**src/torque_limit_defs.vh**
```
/*
 Holds the register offsets, field positions, reset values and timing
 counts of the torque limit selector. Assumes inclusion by bare name.
*/
`ifndef TORQUE_LIMIT_DEFS_VH
`define TORQUE_LIMIT_DEFS_VH

// Register byte offsets
`define OFS_FWD_INT 8'h00
`define OFS_REV_INT 8'h04
`define OFS_FWD_EXT 8'h08
`define OFS_REV_EXT 8'h0c
`define OFS_MOTOR_MAX 8'h10
`define OFS_MODE 8'h14
`define OFS_ROUTE 8'h18
`define OFS_CMD 8'h1c
`define OFS_ANALOG 8'h20
`define OFS_STATUS 8'h24
`define OFS_OUT_CMD 8'h28

// Limit range and reset values in percent of rated torque
`define LIM_MAX 9'h12c
`define INT_RESET 9'h12c
`define EXT_RESET 9'h064
`define MOTOR_MAX_RESET 9'h12c

// Control mode field values
`define MODE_SPEED 2'h0
`define MODE_POS 2'h1
`define MODE_TORQUE 2'h2

// Speed-control option digit values
`define OPT_ANALOG_LIM 8'h01
`define OPT_FEEDFWD 8'h22

// Route register fields: forward input select [2:0], reverse [6:4],
// two-axis flag bit 8, direction digit bit 12
`define RT_FWD_LSB 0
`define RT_REV_LSB 4
`define RT_TWO_AXIS 8
`define RT_DIR 12
`define ROUTE_RESET 32'h0000_0076

// Sampling period of the select inputs: 2 ms at 50 MHz
`define SAMPLE_MS 2
`define CLK_KHZ 50000
`define SAMPLE_CYCLES (`SAMPLE_MS * `CLK_KHZ)

`endif

```
**src/torque_limit_select.v**
```verilog
/*
 Holds the torque limit selector of a servo drive with its AXI4-Lite
 register slave. Assumes digital inputs synchronous to clk, a torque
 command in percent (signed 16 bit) and an analog reference already
 converted to percent (signed 16 bit).
*/
`include "torque_limit_defs.vh"

// How it works
// - Internal forward/reverse limits 0..300 percent always apply.
// - Internal limits reset to 300 percent.
// - Any limit is capped at the motor's real maximum torque.
// - External limits 0..300 percent, reset to 100.
// - Forward select low: smaller of forward internal and external.
// - Reverse select low: smaller of reverse internal and external.
// - Single axis: forward select on input seven, reverse on eight.
// - Two-axis: input allocation register picks the terminals.
// - Analog limit only in speed or position control; the code also enables it with the undefined mode value 3.
// - Analog limit uses absolute value, applied to both directions.
// - Option value 1 routes analog reference to torque limit.
// - Option value 22 means feed-forward; never both at once.
// - Direction digit 0 treats counter-clockwise as forward.
// - Functions sharing one terminal are combined with OR.
// - Select inputs are sampled with at most 2 ms lag.
module torque_limit_select
(
   // Clock and reset
   input wire clk,
   input wire nrst,
   // General digital inputs, active low, index 0 is input one
   input wire [7:0] digitalInput_n,
   // Analog torque reference in percent, signed
   input wire [15:0] analogRef,
   // Torque command in percent, signed, and clamped result
   input wire [15:0] torqueCmd,
   output reg [15:0] torqueOut,
   output reg [8:0] fwdLimit,
   output reg [8:0] revLimit,
   output reg feedForwardEn,
   // AXI4-Lite write address and data
   input wire [7:0] s_axi_awaddr,
   input wire s_axi_awvalid,
   output reg s_axi_awready,
   input wire [31:0] s_axi_wdata,
   input wire [3:0] s_axi_wstrb,
   input wire s_axi_wvalid,
   output reg s_axi_wready,
   // AXI4-Lite write response
   output reg [1:0] s_axi_bresp,
   output reg s_axi_bvalid,
   input wire s_axi_bready,
   // AXI4-Lite read
   input wire [7:0] s_axi_araddr,
   input wire s_axi_arvalid,
   output reg s_axi_arready,
   output reg [31:0] s_axi_rdata,
   output reg [1:0] s_axi_rresp,
   output reg s_axi_rvalid,
   input wire s_axi_rready
);

////////////////////////////////////////////////////////////////////////
// Registers
reg [8:0] fwdInt;
reg [8:0] revInt;
reg [8:0] fwdExt;
reg [8:0] revExt;
reg [8:0] motorMax;
reg [1:0] ctrlMode;
reg [7:0] speedOption;
reg [31:0] route;
reg [7:0] awAddr;
reg awHeld;
reg [31:0] wData;
reg [3:0] wStrb;
reg wHeld;
reg [16:0] sampleCnt;
reg fwdSel;
reg revSel;

////////////////////////////////////////////////////////////////////////
// Write handling: merge byte lanes, clip to the legal range
function [8:0] merge_pct;
   input [8:0] old;
   input [31:0] data;
   input [3:0] strb;
   reg [15:0] v;
   begin
      v = {strb[1] ? data[15:8] : {7'h00, old[8]}, strb[0] ? data[7:0] : old[7:0]};
      merge_pct = (v > {7'h00, `LIM_MAX}) ? `LIM_MAX : v[8:0];
   end
endfunction

function [31:0] merge_word;
   input [31:0] old;
   input [31:0] data;
   input [3:0] strb;
   integer i;
   begin
      merge_word = old;
      for (i = 0; i < 4; i = i + 1)
         if (strb[i])
            merge_word[i*8 +: 8] = data[i*8 +: 8];
   end
endfunction

wire awGot = awHeld || (s_axi_awvalid && s_axi_awready);
wire wGot = wHeld || (s_axi_wvalid && s_axi_wready);
wire [7:0] wrAddr = awHeld ? awAddr : s_axi_awaddr;
wire [31:0] wrData = wHeld ? wData : s_axi_wdata;
wire [3:0] wrStrb = wHeld ? wStrb : s_axi_wstrb;
wire doWrite = awGot && wGot && !s_axi_bvalid;
wire wrMapped = (wrAddr <= `OFS_CMD) && (wrAddr[1:0] == 2'h0) && (wrAddr != `OFS_CMD);

// Address and data may arrive in either order; response after both
always @(posedge clk)
begin
   if (!nrst)
   begin
      s_axi_awready <= 1'b1;
      s_axi_wready <= 1'b1;
      awHeld <= 1'b0;
      wHeld <= 1'b0;
      awAddr <= 8'h00;
      wData <= 32'h0000_0000;
      wStrb <= 4'h0;
      s_axi_bvalid <= 1'b0;
      s_axi_bresp <= 2'h0;
      fwdInt <= `INT_RESET;
      revInt <= `INT_RESET;
      fwdExt <= `EXT_RESET;
      revExt <= `EXT_RESET;
      motorMax <= `MOTOR_MAX_RESET;
      ctrlMode <= `MODE_SPEED;
      speedOption <= 8'h00;
      route <= `ROUTE_RESET;
   end
   else
   begin
      if (s_axi_awvalid && s_axi_awready)
      begin
         awAddr <= s_axi_awaddr;
         awHeld <= 1'b1;
         s_axi_awready <= 1'b0;
      end
      if (s_axi_wvalid && s_axi_wready)
      begin
         wData <= s_axi_wdata;
         wStrb <= s_axi_wstrb;
         wHeld <= 1'b1;
         s_axi_wready <= 1'b0;
      end
      if (doWrite)
      begin
         awHeld <= 1'b0;
         wHeld <= 1'b0;
         s_axi_awready <= 1'b0;
         s_axi_wready <= 1'b0;
         s_axi_bvalid <= 1'b1;
         s_axi_bresp <= wrMapped ? 2'h0 : 2'h2;
         case (wrAddr)
            `OFS_FWD_INT: fwdInt <= merge_pct(fwdInt, wrData, wrStrb);
            `OFS_REV_INT: revInt <= merge_pct(revInt, wrData, wrStrb);
            `OFS_FWD_EXT: fwdExt <= merge_pct(fwdExt, wrData, wrStrb);
            `OFS_REV_EXT: revExt <= merge_pct(revExt, wrData, wrStrb);
            `OFS_MOTOR_MAX: motorMax <= merge_pct(motorMax, wrData, wrStrb);
            `OFS_MODE:
            begin
               if (wrStrb[0])
                  ctrlMode <= wrData[1:0];
               if (wrStrb[1])
                  speedOption <= wrData[15:8];
            end
            `OFS_ROUTE: route <= merge_word(route, wrData, wrStrb);
            default: ;
         endcase
      end
      else if (s_axi_bvalid && s_axi_bready)
      begin
         s_axi_bvalid <= 1'b0;
         s_axi_awready <= 1'b1;
         s_axi_wready <= 1'b1;
      end
   end
end

////////////////////////////////////////////////////////////////////////
// Select input sampling every 2 ms; the lag is allowed and it filters
// contact bounce the host may leave on the terminals
wire [2:0] fwdPin = route[`RT_FWD_LSB +: 3];
wire [2:0] revPin = route[`RT_REV_LSB +: 3];
// Fixed allocation on a single-axis unit, register choice on two-axis
wire [2:0] fwdIdx = route[`RT_TWO_AXIS] ? fwdPin : 3'h6;
wire [2:0] revIdx = route[`RT_TWO_AXIS] ? revPin : 3'h7;
// A terminal shared with other functions acts as the OR of them all
wire fwdActive = ~digitalInput_n[fwdIdx];
wire revActive = ~digitalInput_n[revIdx];

always @(posedge clk)
begin
   if (!nrst)
   begin
      sampleCnt <= 17'h00000;
      fwdSel <= 1'b0;
      revSel <= 1'b0;
   end
   else if (sampleCnt == `SAMPLE_CYCLES - 1)
   begin
      sampleCnt <= 17'h00000;
      fwdSel <= fwdActive;
      revSel <= revActive;
   end
   else
      sampleCnt <= sampleCnt + 17'h00001;
end

////////////////////////////////////////////////////////////////////////
// Limit selection
// Analog limit only outside torque mode and only with option 1
wire analogOn = (ctrlMode != `MODE_TORQUE) && (speedOption == `OPT_ANALOG_LIM);
// Feed-forward only with option 22, which excludes the analog limit
wire next_feedForwardEn = (speedOption == `OPT_FEEDFWD);
// Sign of the reference is ignored
wire [15:0] analogAbs = analogRef[15] ? (~analogRef + 16'h0001) : analogRef;
wire [8:0] analogPct = (analogAbs > {7'h00, `LIM_MAX}) ? `LIM_MAX : analogAbs[8:0];
// Direction digit 1 swaps which pin selects which side
wire dirSwap = route[`RT_DIR];
wire useFwdExt = dirSwap ? revSel : fwdSel;
wire useRevExt = dirSwap ? fwdSel : revSel;
wire [8:0] fwdBase;
wire [8:0] revBase;
wire [8:0] fwdPick;
wire [8:0] revPick;

limit_clamp fwdClamp
(
   .intLimit(fwdInt),
   .extLimit(fwdExt),
   .motorMax(motorMax),
   .useExt(useFwdExt),
   .limit(fwdBase)
);

limit_clamp revClamp
(
   .intLimit(revInt),
   .extLimit(revExt),
   .motorMax(motorMax),
   .useExt(useRevExt),
   .limit(revBase)
);

// Same analog limit applied to both directions
assign fwdPick = (analogOn && analogPct < fwdBase) ? analogPct : fwdBase;
assign revPick = (analogOn && analogPct < revBase) ? analogPct : revBase;

////////////////////////////////////////////////////////////////////////
// Command saturation, updated every cycle
wire [15:0] fwdCap = {7'h00, fwdPick};
wire [15:0] revCap = ~{7'h00, revPick} + 16'h0001;
wire cmdNeg = torqueCmd[15];
wire overFwd = !cmdNeg && (torqueCmd > fwdCap);
wire underRev = cmdNeg && ($signed(torqueCmd) < $signed(revCap));

always @(posedge clk)
begin
   if (!nrst)
   begin
      torqueOut <= 16'h0000;
      fwdLimit <= `INT_RESET;
      revLimit <= `INT_RESET;
      feedForwardEn <= 1'b0;
   end
   else
   begin
      fwdLimit <= fwdPick;
      revLimit <= revPick;
      feedForwardEn <= next_feedForwardEn;
      if (overFwd)
         torqueOut <= fwdCap;
      else if (underRev)
         torqueOut <= revCap;
      else
         torqueOut <= torqueCmd;
   end
end

////////////////////////////////////////////////////////////////////////
// Read channel: one cycle to answer, SLVERR on unmapped offsets
reg [31:0] next_rdata;
reg next_rok;
always @*
begin
   next_rok = 1'b1;
   case (s_axi_araddr)
      `OFS_FWD_INT: next_rdata = {23'h000000, fwdInt};
      `OFS_REV_INT: next_rdata = {23'h000000, revInt};
      `OFS_FWD_EXT: next_rdata = {23'h000000, fwdExt};
      `OFS_REV_EXT: next_rdata = {23'h000000, revExt};
      `OFS_MOTOR_MAX: next_rdata = {23'h000000, motorMax};
      `OFS_MODE: next_rdata = {16'h0000, speedOption, 6'h00, ctrlMode};
      `OFS_ROUTE: next_rdata = route;
      `OFS_ANALOG: next_rdata = {23'h000000, analogPct};
      `OFS_STATUS: next_rdata = {20'h00000, 1'b0, feedForwardEn, analogOn, 1'b0,
         revSel, fwdSel, revLimit[8], fwdLimit[8], 4'h0};
      `OFS_OUT_CMD: next_rdata = {7'h00, revLimit, torqueOut};
      default:
      begin
         next_rdata = 32'h0000_0000;
         next_rok = 1'b0;
      end
   endcase
end

always @(posedge clk)
begin
   if (!nrst)
   begin
      s_axi_arready <= 1'b1;
      s_axi_rvalid <= 1'b0;
      s_axi_rdata <= 32'h0000_0000;
      s_axi_rresp <= 2'h0;
   end
   else if (s_axi_arvalid && s_axi_arready)
   begin
      s_axi_arready <= 1'b0;
      s_axi_rvalid <= 1'b1;
      s_axi_rdata <= next_rdata;
      s_axi_rresp <= next_rok ? 2'h0 : 2'h2;
   end
   else if (s_axi_rvalid && s_axi_rready)
   begin
      s_axi_rvalid <= 1'b0;
      s_axi_arready <= 1'b1;
   end
end

endmodule // torque_limit_select

```
**src/limit_clamp.v**
```verilog
/*
 Holds one clamp stage: picks the lower of two limits and the motor
 maximum. Assumes all inputs are unsigned percentages.
*/
module limit_clamp
(
   // Limits in percent
   input wire [8:0] intLimit,
   input wire [8:0] extLimit,
   input wire [8:0] motorMax,
   // Select the external limit as well
   input wire useExt,
   // Resulting limit
   output wire [8:0] limit
);

////////////////////////////////////////////////////////////////////////
// Smaller of internal and, when selected, external
wire [8:0] pick;
assign pick = (useExt && extLimit < intLimit) ? extLimit : intLimit;
// Never beyond the motor's real maximum
assign limit = (pick > motorMax) ? motorMax : pick;

endmodule // limit_clamp

```
**config.mk**
```make
export PLATFORM = sky130hd
export DESIGN_NAME = torque_limit_select
export DESIGN_NICKNAME = d
export VERILOG_FILES = /design/src/torque_limit_select.v /design/src/limit_clamp.v
export VERILOG_INCLUDE_DIRS = /design/src
export SDC_FILE = /design/constraint.sdc
export NUM_CORES = 1
export LEC_CHECK = 0
export BUFFER_PORTS_ARGS = -buffer_cell sky130_fd_sc_hd__buf_2
export CAP_MARGIN = 20
export CORE_MARGIN = 8
export CORE_UTILIZATION = 35
export DETAILED_ROUTE_END_ITERATION = 6
export PLACE_DENSITY = 0.59
export SLEW_MARGIN = 20
export SYNTH_ARGS = -nofsm -noshare
export SYNTH_HDL_FRONTEND = slang
export SYNTH_SLANG_ARGS = --single-unit
```
**constraint.sdc**
```tcl
create_clock -name clk -period 19.1 [get_ports clk]
set_input_delay 3.82 -clock clk [delete_from_list [all_inputs] [get_ports clk]]
set_output_delay 3.82 -clock clk [all_outputs]
set_load 0.01 [all_outputs]
```
==> impl_table.tex, run 1 <==
\begin{tabular}{lr}
\hline
Metric & Value \\
\hline
\multicolumn{2}{l}{\textbf{Synthesis}} \\
Synthesis warning total & 0 \\
Mapped Cells & 1629 \\
Top cells by area in the synthesized netlist & sky130\_fd\_sc\_hd\_\_dfxtp\_1 (33\%), sky130\_fd\_sc\_hd\_\_ha\_1 (7.1\%), sky130\_fd\_sc\_hd\_\_nand2\_1 (6.3\%), sky130\_fd\_sc\_hd\_\_mux2i\_1 (4.6\%), sky130\_fd\_sc\_hd\_\_nor2b\_1 (3.0\%) \\
Sequential element share of the synthesized area & 0.334 \\
Number of enable-type register cells in the synthesized netlist & 0 \\
Share of async-settable or async-resettable flops after synthesis & 0 \\
Top-area cell type share of the netlist area & 0.334 \\
Syn Std Cell Area & 13500 sq um \\
Register bit total from synthesis & 226 \\
Dominant synthesized flop cell & sky130\_fd\_sc\_hd\_\_dfxtp\_1 \\
Count of different cell masters after synthesis & 83 \\
Post-synthesis average cell area & 8.31 sq um \\
Top cell type by total area after synthesis & sky130\_fd\_sc\_hd\_\_dfxtp\_1 \\
\multicolumn{2}{l}{\textbf{Setup path}} \\
Data arrival at the endpoint of the critical path & 13.13 ns \\
Data required, critical path & 19.56 ns \\
CP peak stage delay & 0.97 ns \\
Launching element type of the critical path & primary input \\
Max stage delay cell, worst path & sky130\_fd\_sc\_hd\_\_a311oi\_4 \\
Biggest fanout along the worst timing path & 25 \\
Depth of the most critical reg-to-reg path & 37 \\
Kind of critical path & primary input to register \\
Nature of the critical path endpoint & register \\
\multicolumn{2}{l}{\textbf{Clock tree}} \\
Number of clock sinks & 226 \\
CTS buffer count & 27 \\
Clock tree from TritonCTS & yes \\
Buffers from clock root to sink, at most & 3 \\
Number of hold buffers added after cts & 0 \\
Cell at the root of the clock tree & sky130\_fd\_sc\_hd\_\_clkbuf\_16 \\
Clock transition time at the flip-flop clock pins of the worst setup and hold paths & 0.06 ns \\
Source-to-sink clock delay at the later pin of the worst-skew pair & 0.55 ns \\
H-tree depth & 1 \\
CTS-repair resized insts & 0 \\
Post-CTS setup buffer count & 0 \\
\multicolumn{2}{l}{\textbf{Global route}} \\
Pin count of the biggest net entering global routing & 113 \\
Tot GR Track Use & 0.205 \\
Vias in the first global route & 12300 \\
Global-route wire length before repair & 73100 um \\
Number of antenna violations at the first check in global routing & 2 \\
Gr ovfl total & 0 \\
\multicolumn{2}{l}{\textbf{Die}} \\
Die height & 213 um \\
Full die area & 45200 sq um \\
Starting utilization of the core area & 0.353 \\
Top-Level Pins & 175 \\
Die width & 213 um \\
Area of the placeable core & 38400 sq um \\
Total number of placement rows & 72 \\
\multicolumn{2}{l}{\textbf{Route}} \\
Total wirelength of the detailed-routed design & 48700 um \\
Average routed wire per standard cell & 21.1 um \\
Post-route DRC violation count & 0 \\
Initial DRT Pass Iterations & 5 \\
1st-iter DRT viols & 1069 \\
Total via count in the routed design & 13000 \\
Remaining number of nets flagged by the antenna check after routing & 0 \\
Vias per inst & 5.65 \\
\multicolumn{2}{l}{\textbf{Placed design}} \\
Cell count after placement & 2255 \\
HPWL after detailed placement & 37100 um \\
Count of buffers inserted at the top-level ports & 172 \\
Final Wtd Congestion & 0.896 \\
\multicolumn{2}{l}{\textbf{STA}} \\
Slew headroom & 0.251 \\
Final min period & 12.67 ns \\
Slew Limit Fails & 0 \\
Hold Fails Final Rpt & 0 \\
Top achievable clock speed & 0.0789 GHz \\
Worst-margin pin slew & 1.09 ns \\
Final Skew & 0.0226 ns \\
Fraction of the cycle the final worst path needs & 0.664 \\
RSZ-0062 raised after global routing & false \\
Accumulated negative setup slack & 0 ns \\
Final number of setup-violating endpoints & 0 \\
\multicolumn{2}{l}{\textbf{Status}} \\
Status & complete, no violations \\
\multicolumn{2}{l}{\textbf{Power and ir drop}} \\
Post-layout power & 1.15 mW \\
Power density normalized to cell area & 72.7 nW/um\^{}2 \\
Static power due to leakage & 6.67 nW \\
Worst VDD drop & 0.0553 mV \\
\multicolumn{2}{l}{\textbf{Min path}} \\
Path category of the worst min-delay check & register to register \\
Hold path depth & 1 \\
\multicolumn{2}{l}{\textbf{Cells and area}} \\
Fin util & 0.411 \\
Number of non-filler instances in the completed layout & 2304 \\
Number of nets in the layout & 1942 \\
Synth-to-layout area growth & 16.5\% \\
Fraction of layout instances using a drive strength above 1 & 0.158 \\
\multicolumn{2}{l}{\textbf{Flow run}} \\
Max-cap violations & 0 \\
\hline
\end{tabular}
[cells in the mapped netlist (all sizes together) (15+ instances only)]
library cell  number
o21ai             73
mux2              16
nor2b             65
xor2              15
nor2             109
a211oi            18
ha                77
clkbuf            66
nor3              39
and2              18
mux2i             62
inv               65
a21boi            51
o211ai            22
a21o              24
a21oi             66
nand3             44
o211a             39
a22o              16
dfxtp            226
nand2b            19
nand4             17
a222oi            16
a22oi             41
nand2            228
a221oi            16
[sequential cells by signal, indices dropped and copies added (netlist names), 4 cells and up]
signal,flops
revExt,9
motorMax,9
s_axi_rdata,32
revInt,9
fwdExt,9
fwdInt,9
fwdLimit,9
speedOption,8
revLimit,9
route,32
awAddr,8
sampleCnt,17
wStrb,4
torqueOut,16
wData,32
[final timing paths]
path                      from      endpoint  slack [ns]
setup reg to reg     revInt[4]  torqueOut[7]        7.73
hold reg to reg   sampleCnt[0]  sampleCnt[0]        0.46
hold / removal    sampleCnt[0]  sampleCnt[0]        0.46
setup / recovery  analogRef[0]  torqueOut[7]        6.43
[cell type report]
cell class	instances	area (sq um)
fillers	3927	22600
diodes	2	5.00
inverters	66	248
clock buffers	40	815
clock inverters	7	98.8
multi-input cells	1260	8470
well taps	518	648
repair buffers	185	961
flip-flops and latches	226	4530
[power breakdown]
group	switching, mW	internal (mW)	leakage, nW	total, mW
combinational	0.0810	0.0462	4.38	0.127
clock	0.206	0.321	0.453	0.526
sequential	0.0103	0.483	1.83	0.493
total	0.297	0.850	6.67	1.15
[critical path: cells and delay by family]
family	cells	cell delay, ns
xor gates and xnor gates	1	0.13
and+or+nand+nor	8	3.06
buffers and inverters	2	0.26
adders and majority gates	4	1.15
AOI/OAI and AO/OA	18	4.72
[cells in the final DEF (no fill, tap or decap), types with 44 or more instances in the layout]
master	instances
sky130_fd_sc_hd__nand3_1	44
sky130_fd_sc_hd__nor2_1	105
sky130_fd_sc_hd__ha_1	77
sky130_fd_sc_hd__buf_2	171
sky130_fd_sc_hd__a21oi_1	63
sky130_fd_sc_hd__nor2b_1	65
sky130_fd_sc_hd__mux2i_1	61
sky130_fd_sc_hd__a21boi_0	51
sky130_fd_sc_hd__nand2_1	228
sky130_fd_sc_hd__o21ai_0	72
sky130_fd_sc_hd__dfxtp_1	225
sky130_fd_sc_hd__inv_1	65
[cell families (layout without fill, tap and decap cells)]
logic type | Yosys count | after routing | share of synthesized area
compound gates | 471 | 471 | 0.258
xor+xnor | 25 | 25 | 0.0162
fa+ha+maj | 77 | 77 | 0.0712
buf+inv | 144 | 298 | 0.0419
flops | 226 | 226 | 0.334
mux | 80 | 80 | 0.0625
other cells | 1 | 4 | 0.000277
simple gates | 605 | 605 | 0.216
[per-stage QoR]
step	setup WS, ns	area [sq um]	hold WS (ns)
5_1_grt	5.81	15800	0.489
6_report	6.43	15800	0.464
4_1_cts	6.57	15800	0.469
2_1_floorplan	7.65	13500	0.430
3_3_place_gp	6.37	14800	0.445
3_5_place_dp	6.05	14800	0.461
[metal layers]
layer | GRT usage | up-vias | routed length, um
met5 | 0 | - | 0
met4 | 0.0669 | 0 | 1420
met3 | 0.0295 | 80 | 2830
met2 | 0.341 | 410 | 23000
met1 | 0.270 | 6281 | 21500
li1 | - | 6248 | -
Note: power is estimated with default switching activity, not from simulation.
==> inputs of run 2 (changes only) <==
PLACE_DENSITY = 0.61   (was 0.59)
clock period = 10.3 ns   (was 19.1 ns; I/O delays follow)
==> run 2 against run 1 <==
Worst setup slack worse by 5.6 ns. Critical path depth is 6 higher. Flip-flop and latch count stayed put. Final cell count is 0.61% higher. Largest cell class unchanged. Highest routed layer unchanged. Global-route usage hardly changed. Hold slack better by 0.00060 ns. Sequential share of layout area hardly changed. Clock power is 65% higher. Clock skew is 0.0034 ns lower. Cell area hardly changed.
==> impl_table.tex, run 2 (synthesis gave the netlist of run 1 again) <==
\begin{tabular}{lr}
\hline
Metric & Value \\
\hline
\multicolumn{2}{l}{\textbf{Status}} \\
Status & complete, no violations (unchanged) \\
\multicolumn{2}{l}{\textbf{Die}} \\
Full die area & 45200 sq um (unchanged) \\
Die height & 213 um (unchanged) \\
Total number of placement rows & 72 (unchanged) \\
Area of the placeable core & 38400 sq um (unchanged) \\
Top-Level Pins & 175 (unchanged) \\
Starting utilization of the core area & 0.353 (unchanged) \\
Die width & 213 um (unchanged) \\
\multicolumn{2}{l}{\textbf{Setup path}} \\
Biggest fanout along the worst timing path & 13 (was 25) \\
Kind of critical path & register to register (was primary input to register) \\
CP peak stage delay & 0.50 ns (was 0.97 ns) \\
Nature of the critical path endpoint & register (unchanged) \\
Data arrival at the endpoint of the critical path & 9.91 ns (was 13.13 ns) \\
R2R setup slack & 0.79 ns (was 7.73 ns) \\
Cell seen most often among critical-path stages & sky130\_fd\_sc\_hd\_\_ha\_1 \\
Max stage delay cell, worst path & sky130\_fd\_sc\_hd\_\_a211oi\_1 (was sky130\_fd\_sc\_hd\_\_a311oi\_4) \\
Launching element type of the critical path & register (was primary input) \\
Data required, critical path & 10.70 ns (was 19.56 ns) \\
\multicolumn{2}{l}{\textbf{Clock tree}} \\
Buffers from clock root to sink, at most & 3 (unchanged) \\
H-tree depth & 1 (unchanged) \\
Clock tree from TritonCTS & yes (unchanged) \\
CTS-repair resized insts & 0 (unchanged) \\
Clock transition time at the flip-flop clock pins of the worst setup and hold paths & 0.06 ns (about the same) \\
Number of clock sinks & 226 (unchanged) \\
Number of hold buffers added after cts & 0 (unchanged) \\
Post-CTS setup buffer count & 0 (unchanged) \\
CTS buffer count & 25 (was 27) \\
Cell at the root of the clock tree & sky130\_fd\_sc\_hd\_\_clkbuf\_16 (unchanged) \\
Source-to-sink clock delay at the later pin of the worst-skew pair & 0.54 ns (was 0.55 ns) \\
\multicolumn{2}{l}{\textbf{STA}} \\
Final min period & 9.51 ns \\
Top achievable clock speed & 0.105 GHz \\
Worst-margin pin slew & 1.17 ns (was 1.09 ns) \\
RSZ-0062 raised after global routing & false (unchanged) \\
Fraction of the cycle the final worst path needs & 0.923 \\
Final number of setup-violating endpoints & 0 (unchanged) \\
Accumulated negative setup slack & 0 ns (unchanged) \\
Slew Limit Fails & 0 (unchanged) \\
Hold Fails Final Rpt & 0 (unchanged) \\
Slew headroom & 0.195 (was 0.251) \\
Final Skew & 0.0193 ns (was 0.0226 ns) \\
\multicolumn{2}{l}{\textbf{Placed design}} \\
Count of buffers inserted at the top-level ports & 172 (unchanged) \\
HPWL after detailed placement & 37200 um (was 37100 um) \\
Final Wtd Congestion & 0.948 (was 0.896) \\
\multicolumn{2}{l}{\textbf{Cells and area}} \\
Antenna cell count & 0 (was 2) \\
Area occupied by multi-input gates & 8480 sq um (was 8470 sq um) \\
Fillcell total & 3921 (was 3927) \\
Top library cells by usage in the layout, fill and taps aside & sky130\_fd\_sc\_hd\_\_nand2\_1 (228), sky130\_fd\_sc\_hd\_\_dfxtp\_1 (225), sky130\_fd\_sc\_hd\_\_buf\_2 (171) (unchanged) \\
Synth-to-layout area growth & 16.6\% (was 16.5\%) \\
Number of nets in the layout & 1958 (was 1942) \\
Registers with the most flip-flops & route (32), s\_axi\_rdata (32), wData (32) (unchanged) \\
Fraction of layout instances using a drive strength above 1 & 0.164 (was 0.158) \\
Leading cell type in the layout, fill and taps excluded & sky130\_fd\_sc\_hd\_\_nand2\_1 (unchanged) \\
Flip-flop and latch area & 4530 sq um (unchanged) \\
\multicolumn{2}{l}{\textbf{Global route}} \\
Gr ovfl total & 0 (unchanged) \\
Number of antenna violations at the first check in global routing & 0 (was 2) \\
Pin count of the biggest net entering global routing & 86 (was 113) \\
Global-route wire length before repair & 73700 um (was 73100 um) \\
Vias in the first global route & 12500 (was 12300) \\
Tot GR Track Use & 0.205 (about the same) \\
\multicolumn{2}{l}{\textbf{Power and ir drop}} \\
Post-layout power & 2.02 mW (was 1.15 mW) \\
Worst VDD drop & 0.0992 mV (was 0.0553 mV) \\
Power density normalized to cell area & 128 nW/um\^{}2 (was 72.7 nW/um\^{}2) \\
Static power due to leakage & 6.71 nW (was 6.67 nW) \\
\multicolumn{2}{l}{\textbf{Route}} \\
1st-iter DRT viols & 1310 (was 1069) \\
Initial DRT Pass Iterations & 6 (was 5) \\
Total via count in the routed design & 13200 (was 13000) \\
Remaining number of nets flagged by the antenna check after routing & 0 (unchanged) \\
Total wirelength of the detailed-routed design & 48700 um (about the same) \\
Post-route DRC violation count & 0 (unchanged) \\
Average routed wire per standard cell & 21.0 um (was 21.1 um) \\
Vias per inst & 5.70 (was 5.65) \\
\multicolumn{2}{l}{\textbf{Min path}} \\
Path category of the worst min-delay check & register to register (unchanged) \\
\multicolumn{2}{l}{\textbf{Flow run}} \\
Max-cap violations & 0 (unchanged) \\
\hline
\end{tabular}
[run 2: changes by cell type in the layout (fill, tap and decap cells not counted), sizes merged]
cell | before | now
clkinvlp | 0 | 1
diode | 2 | 0
inv | 67 | 66
clkinv | 4 | 5
bufinv | 2 | 0
buf | 185 | 202
[run 2: per-layer routing]
layer  routed length [um]  vias up  track usage  share of wire
met5                    0        -            0              0
met1                20700     6308        0.268           0.43
met2                22900      527        0.345           0.47
met4                 1460        0       0.0669          0.030
li1                     -     6284            -              -
met3                 3620       97       0.0313          0.074
[run 2: through the flow]
| stage | setup WS, ns | area [sq um] | hold slack [ns] | cells | util |
|---|---|---|---|---|---|
| 6_report | 0.791 | 15800 | 0.464 | 2318 | 0.411 |
| 5_1_grt | 0.149 | 15800 | 0.489 | 2318 | 0.411 |
| 4_1_cts | 0.802 | 15700 | 0.467 | 2316 | 0.410 |
| 3_5_place_dp | 0.433 | 15000 | 0.459 | 2271 | 0.390 |
| 3_3_place_gp | 0.667 | 15000 | 0.446 | 2271 | 0.390 |
| 2_1_floorplan | 0.608 | 13500 | 0.430 | 1630 | - |
[run 2: worst max-delay path, delay by kind of cell, from the launching register on]
family                   cells  cell delay [ns]
AO/OA/AOI/OAI               19             4.49
XOR/XNOR                     1             0.12
adder cells (fa/ha/maj)      5             1.29
buffers and inverters        3             0.48
flip-flops                   1             0.45
multiplexers                 2             0.59
AND/OR/NAND/NOR              9             1.95
[run 2: area by class of cell]
class,count,area share
Sequential cell,226,0.287
Clock buffer,39,0.0474
Timing Repair Buffer,203,0.0693
Tap cell,518,0.0411
Inverter,66,0.0157
Multi-Input combinational cell,1260,0.537
Clock inverter,6,0.00230
[run 2: path summary, 6_finish.rpt]
path / to / depth (start not counted) / start
max: torqueOut[1] / 39 / revInt[4]
min: wData[21] / 2 / wData[21]
min reg2reg: wData[21] / 2 / wData[21]
max reg2reg: torqueOut[1] / 39 / revInt[4]
[run 2: power breakdown]
group	total, mW	switching, mW	internal [mW]
clock	0.866	0.369	0.498
combinational	0.239	0.152	0.0873
sequential	0.914	0.0189	0.895
==> inputs of run 3 (changes only) <==
==> constraint.sdc (replaced) <==
create_clock -name clk -period 10.3 [get_ports clk]
set_input_delay 1.545 -clock clk [delete_from_list [all_inputs] [get_ports clk]]
set_output_delay 1.545 -clock clk [all_outputs]
set_load 0.01 [all_outputs]
==> run 3 against run 2 <==
Combinational power about the same. Register-to-register slack better by 0.03 ns. Maximum frequency up 0.27%. Clock skew down 0.0087 ns. Clock power up 15%. Die area unchanged. Sequential power about the same.
==> impl_table.tex, run 3 (synthesis gave the netlist of run 1 again) <==
\begin{tabular}{lr}
\hline
Metric & Value \\
\hline
\multicolumn{2}{l}{\textbf{Status}} \\
Status & complete, no violations (unchanged) \\
\multicolumn{2}{l}{\textbf{Route}} \\
Remaining number of nets flagged by the antenna check after routing & 0 (unchanged) \\
Met2 WL & 23600 um (was 22900 um) \\
Amount of wire on met3 after detailed routing & 3520 um (was 3620 um) \\
Average routed wire per standard cell & 21.4 um (was 21.0 um) \\
Post-route DRC violation count & 0 (unchanged) \\
Vias per inst & 5.73 (was 5.70) \\
Initial DRT Pass Iterations & 6 (unchanged) \\
1st-iter DRT viols & 1392 (was 1310) \\
Highest metal layer with signal wires & met4 (unchanged) \\
Total via count in the routed design & 13300 (was 13200) \\
Wl on met1 & 20900 um (was 20700 um) \\
Total wirelength of the detailed-routed design & 49600 um (was 48700 um) \\
\multicolumn{2}{l}{\textbf{Setup path}} \\
Critical R2R Capture & torqueOut[1] (unchanged) \\
Startpoint of the lowest-slack register-to-register path & revInt[4] (unchanged) \\
Max stage delay cell, worst path & sky130\_fd\_sc\_hd\_\_o21ai\_0 (was sky130\_fd\_sc\_hd\_\_a211oi\_1) \\
Launching element type of the critical path & register (unchanged) \\
CP peak stage delay & 0.54 ns (was 0.50 ns) \\
Data required, critical path & 10.68 ns (was 10.70 ns) \\
Depth of the most critical reg-to-reg path & 38 (was 39) \\
Nature of the critical path endpoint & register (unchanged) \\
Data arrival at the endpoint of the critical path & 9.86 ns (was 9.91 ns) \\
Biggest fanout along the worst timing path & 16 (was 13) \\
Worst setup path start & revInt[4] (unchanged) \\
End point of the critical path & torqueOut[1] (unchanged) \\
Kind of critical path & register to register (unchanged) \\
R2R setup slack & 0.82 ns (was 0.79 ns) \\
\multicolumn{2}{l}{\textbf{Clock tree}} \\
Post-CTS setup buffer count & 0 (unchanged) \\
Number of clock sinks & 226 (unchanged) \\
H-tree depth & 1 (unchanged) \\
Clock tree from TritonCTS & yes (unchanged) \\
CTS buffer count & 26 (was 25) \\
Buffers from clock root to sink, at most & 3 (unchanged) \\
Cell at the root of the clock tree & sky130\_fd\_sc\_hd\_\_clkbuf\_16 (unchanged) \\
Number of hold buffers added after cts & 0 (unchanged) \\
CTS-repair resized insts & 0 (unchanged) \\
Clock transition time at the flip-flop clock pins of the worst setup and hold paths & 0.06 ns (about the same) \\
Source-to-sink clock delay at the later pin of the worst-skew pair & 0.53 ns (was 0.54 ns) \\
\multicolumn{2}{l}{\textbf{Min path}} \\
Path category of the worst min-delay check & register to register (unchanged) \\
\multicolumn{2}{l}{\textbf{Flow run}} \\
Max-cap violations & 0 (unchanged) \\
\multicolumn{2}{l}{\textbf{STA}} \\
RSZ-0062 raised after global routing & false (unchanged) \\
Final number of setup-violating endpoints & 0 (unchanged) \\
Fraction of the cycle the final worst path needs & 0.921 (was 0.923) \\
Hold Fails Final Rpt & 0 (unchanged) \\
Accumulated negative setup slack & 0 ns (unchanged) \\
Worst-margin pin slew & 1.06 ns (was 1.17 ns) \\
Top achievable clock speed & 0.105 GHz (about the same) \\
Slew Limit Fails & 0 (unchanged) \\
Minimum setup slack in the final design & 0.817 ns (was 0.791 ns) \\
Slew headroom & 0.271 (was 0.195) \\
Final Skew & 0.0106 ns (was 0.0193 ns) \\
Final min period & 9.48 ns (was 9.51 ns) \\
\multicolumn{2}{l}{\textbf{Die}} \\
Top-Level Pins & 175 (unchanged) \\
Total number of placement rows & 72 (unchanged) \\
Full die area & 45200 sq um (unchanged) \\
Area of the placeable core & 38400 sq um (unchanged) \\
Die width & 213 um (unchanged) \\
Starting utilization of the core area & 0.353 (unchanged) \\
Die height & 213 um (unchanged) \\
\multicolumn{2}{l}{\textbf{Global route}} \\
Global-route wire length before repair & 75100 um (was 73700 um) \\
Number of antenna violations at the first check in global routing & 1 (was 0) \\
Pin count of the biggest net entering global routing & 82 (was 86) \\
Gr ovfl total & 0 (unchanged) \\
Tot GR Track Use & 0.209 (was 0.205) \\
Vias in the first global route & 12800 (was 12500) \\
\multicolumn{2}{l}{\textbf{Power and ir drop}} \\
Worst VDD drop & 0.105 mV (was 0.0992 mV) \\
Proportion of power drawn by the clock network & 0.463 (was 0.429) \\
Switching part of the total & 0.257 (was 0.267) \\
Power density normalized to cell area & 135 nW/um\^{}2 (was 128 nW/um\^{}2) \\
Static power due to leakage & 6.73 nW (was 6.71 nW) \\
Sequential power share & 0.426 (was 0.453) \\
Comb pwr share & 0.111 (was 0.118) \\
Design internal power & 1.60 mW (was 1.48 mW) \\
Switching power of the nets & 0.552 mW (was 0.539 mW) \\
\multicolumn{2}{l}{\textbf{Cells and area}} \\
Fraction of layout instances using a drive strength above 1 & 0.164 (about the same) \\
Synth-to-layout area growth & 17.3\% (was 16.6\%) \\
Number of nets in the layout & 1952 (was 1958) \\
Top library cells by usage in the layout, fill and taps aside & sky130\_fd\_sc\_hd\_\_nand2\_1 (228), sky130\_fd\_sc\_hd\_\_dfxtp\_1 (225), sky130\_fd\_sc\_hd\_\_buf\_2 (171) (unchanged) \\
Fin util & 0.414 (was 0.411) \\
Leading cell type in the layout, fill and taps excluded & sky130\_fd\_sc\_hd\_\_nand2\_1 (unchanged) \\
Registers with the most flip-flops & route (32), s\_axi\_rdata (32), wData (32) (unchanged) \\
Number of non-filler instances in the completed layout & 2314 (was 2318) \\
Fillcell total & 3920 (was 3921) \\
Flip-flop and latch area & 4530 sq um (unchanged) \\
Area occupied by multi-input gates & 8480 sq um (about the same) \\
\multicolumn{2}{l}{\textbf{Placed design}} \\
Count of buffers inserted at the top-level ports & 172 (unchanged) \\
Final Wtd Congestion & 0.947 (was 0.948) \\
Cell count after placement & 2266 (was 2271) \\
HPWL after detailed placement & 38100 um (was 37200 um) \\
Worst setup timing slack at the placement stage & 0.696 ns (was 0.433 ns) \\
\hline
\end{tabular}
## run 3: changes by cell type in the layout (fill, tap and decap cells not counted), moves of 2 or more
cell / delta
sky130_fd_sc_hd__buf_4: -6
sky130_fd_sc_hd__bufinv_16: +4
sky130_fd_sc_hd__clkbuf_1: -3
sky130_fd_sc_hd__clkbuf_16: +2
sky130_fd_sc_hd__clkbuf_8: -2
sky130_fd_sc_hd__clkinvlp_4: +2
## run 3: cell type report
type	count	area share
Timing Repair Buffer	196	0.0657
Sequential cell	226	0.285
Multi-Input combinational cell	1260	0.534
Antenna cell	1	0.000158
Tap cell	518	0.0408
Clock buffer	36	0.0478
Inverter	66	0.0156
Clock inverter	11	0.0105
## run 3: worst min-delay path by stage
stage                            start      endpoint  slack [ns]  cells past startpoint
after CTS                    wData[16]     wData[16]        0.47                      2
after global placement    sampleCnt[0]  sampleCnt[0]        0.45                      1
after global routing         wData[22]     wData[22]        0.49                      2
after floorplan           sampleCnt[0]  sampleCnt[0]        0.43                      1
after detailed placement     wData[16]     wData[16]        0.46                      2
final                        wData[22]     wData[22]        0.46                      2
## run 3: layer usage
metal / up-vias / track usage
met5: - / 0
li1: 6269 / -
met2: 532 / 0.356
met4: 0 / 0.0652
met1: 6338 / 0.273
met3: 116 / 0.0269
## run 3: power groups by stage
stage / clock network, mW / logic (mW) / registers, mW
after floorplan: 0 / 0.147 / 0.928
after global placement: 0 / 0.232 / 0.933
after detailed placement: 0 / 0.235 / 0.934
after CTS: 1.01 / 0.236 / 0.914
after global routing: 1.05 / 0.261 / 0.916
final: 0.994 / 0.239 / 0.915
## run 3: critical path: cells and delay by family (launching register included)
kind / cells / cell delay, ns
AOI/OAI and AO/OA: 18 / 4.52
and+or+nand+nor: 9 / 1.65
adders and majority gates: 5 / 1.45
muxes: 2 / 0.57
buffers and inverters: 3 / 0.55
DFF: 1 / 0.42
xor gates and xnor gates: 1 / 0.15
## run 3: per-stage QoR
stage | cell area [sq um] | power [mW] | hold slack, ns
finish | 15900 | 2.15 | 0.464
CTS | 15900 | 2.16 | 0.466
global route | 15900 | 2.22 | 0.487
floorplan | 13500 | 1.08 | 0.430
detailed placement | 14900 | 1.17 | 0.458
global placement | 14900 | 1.17 | 0.445
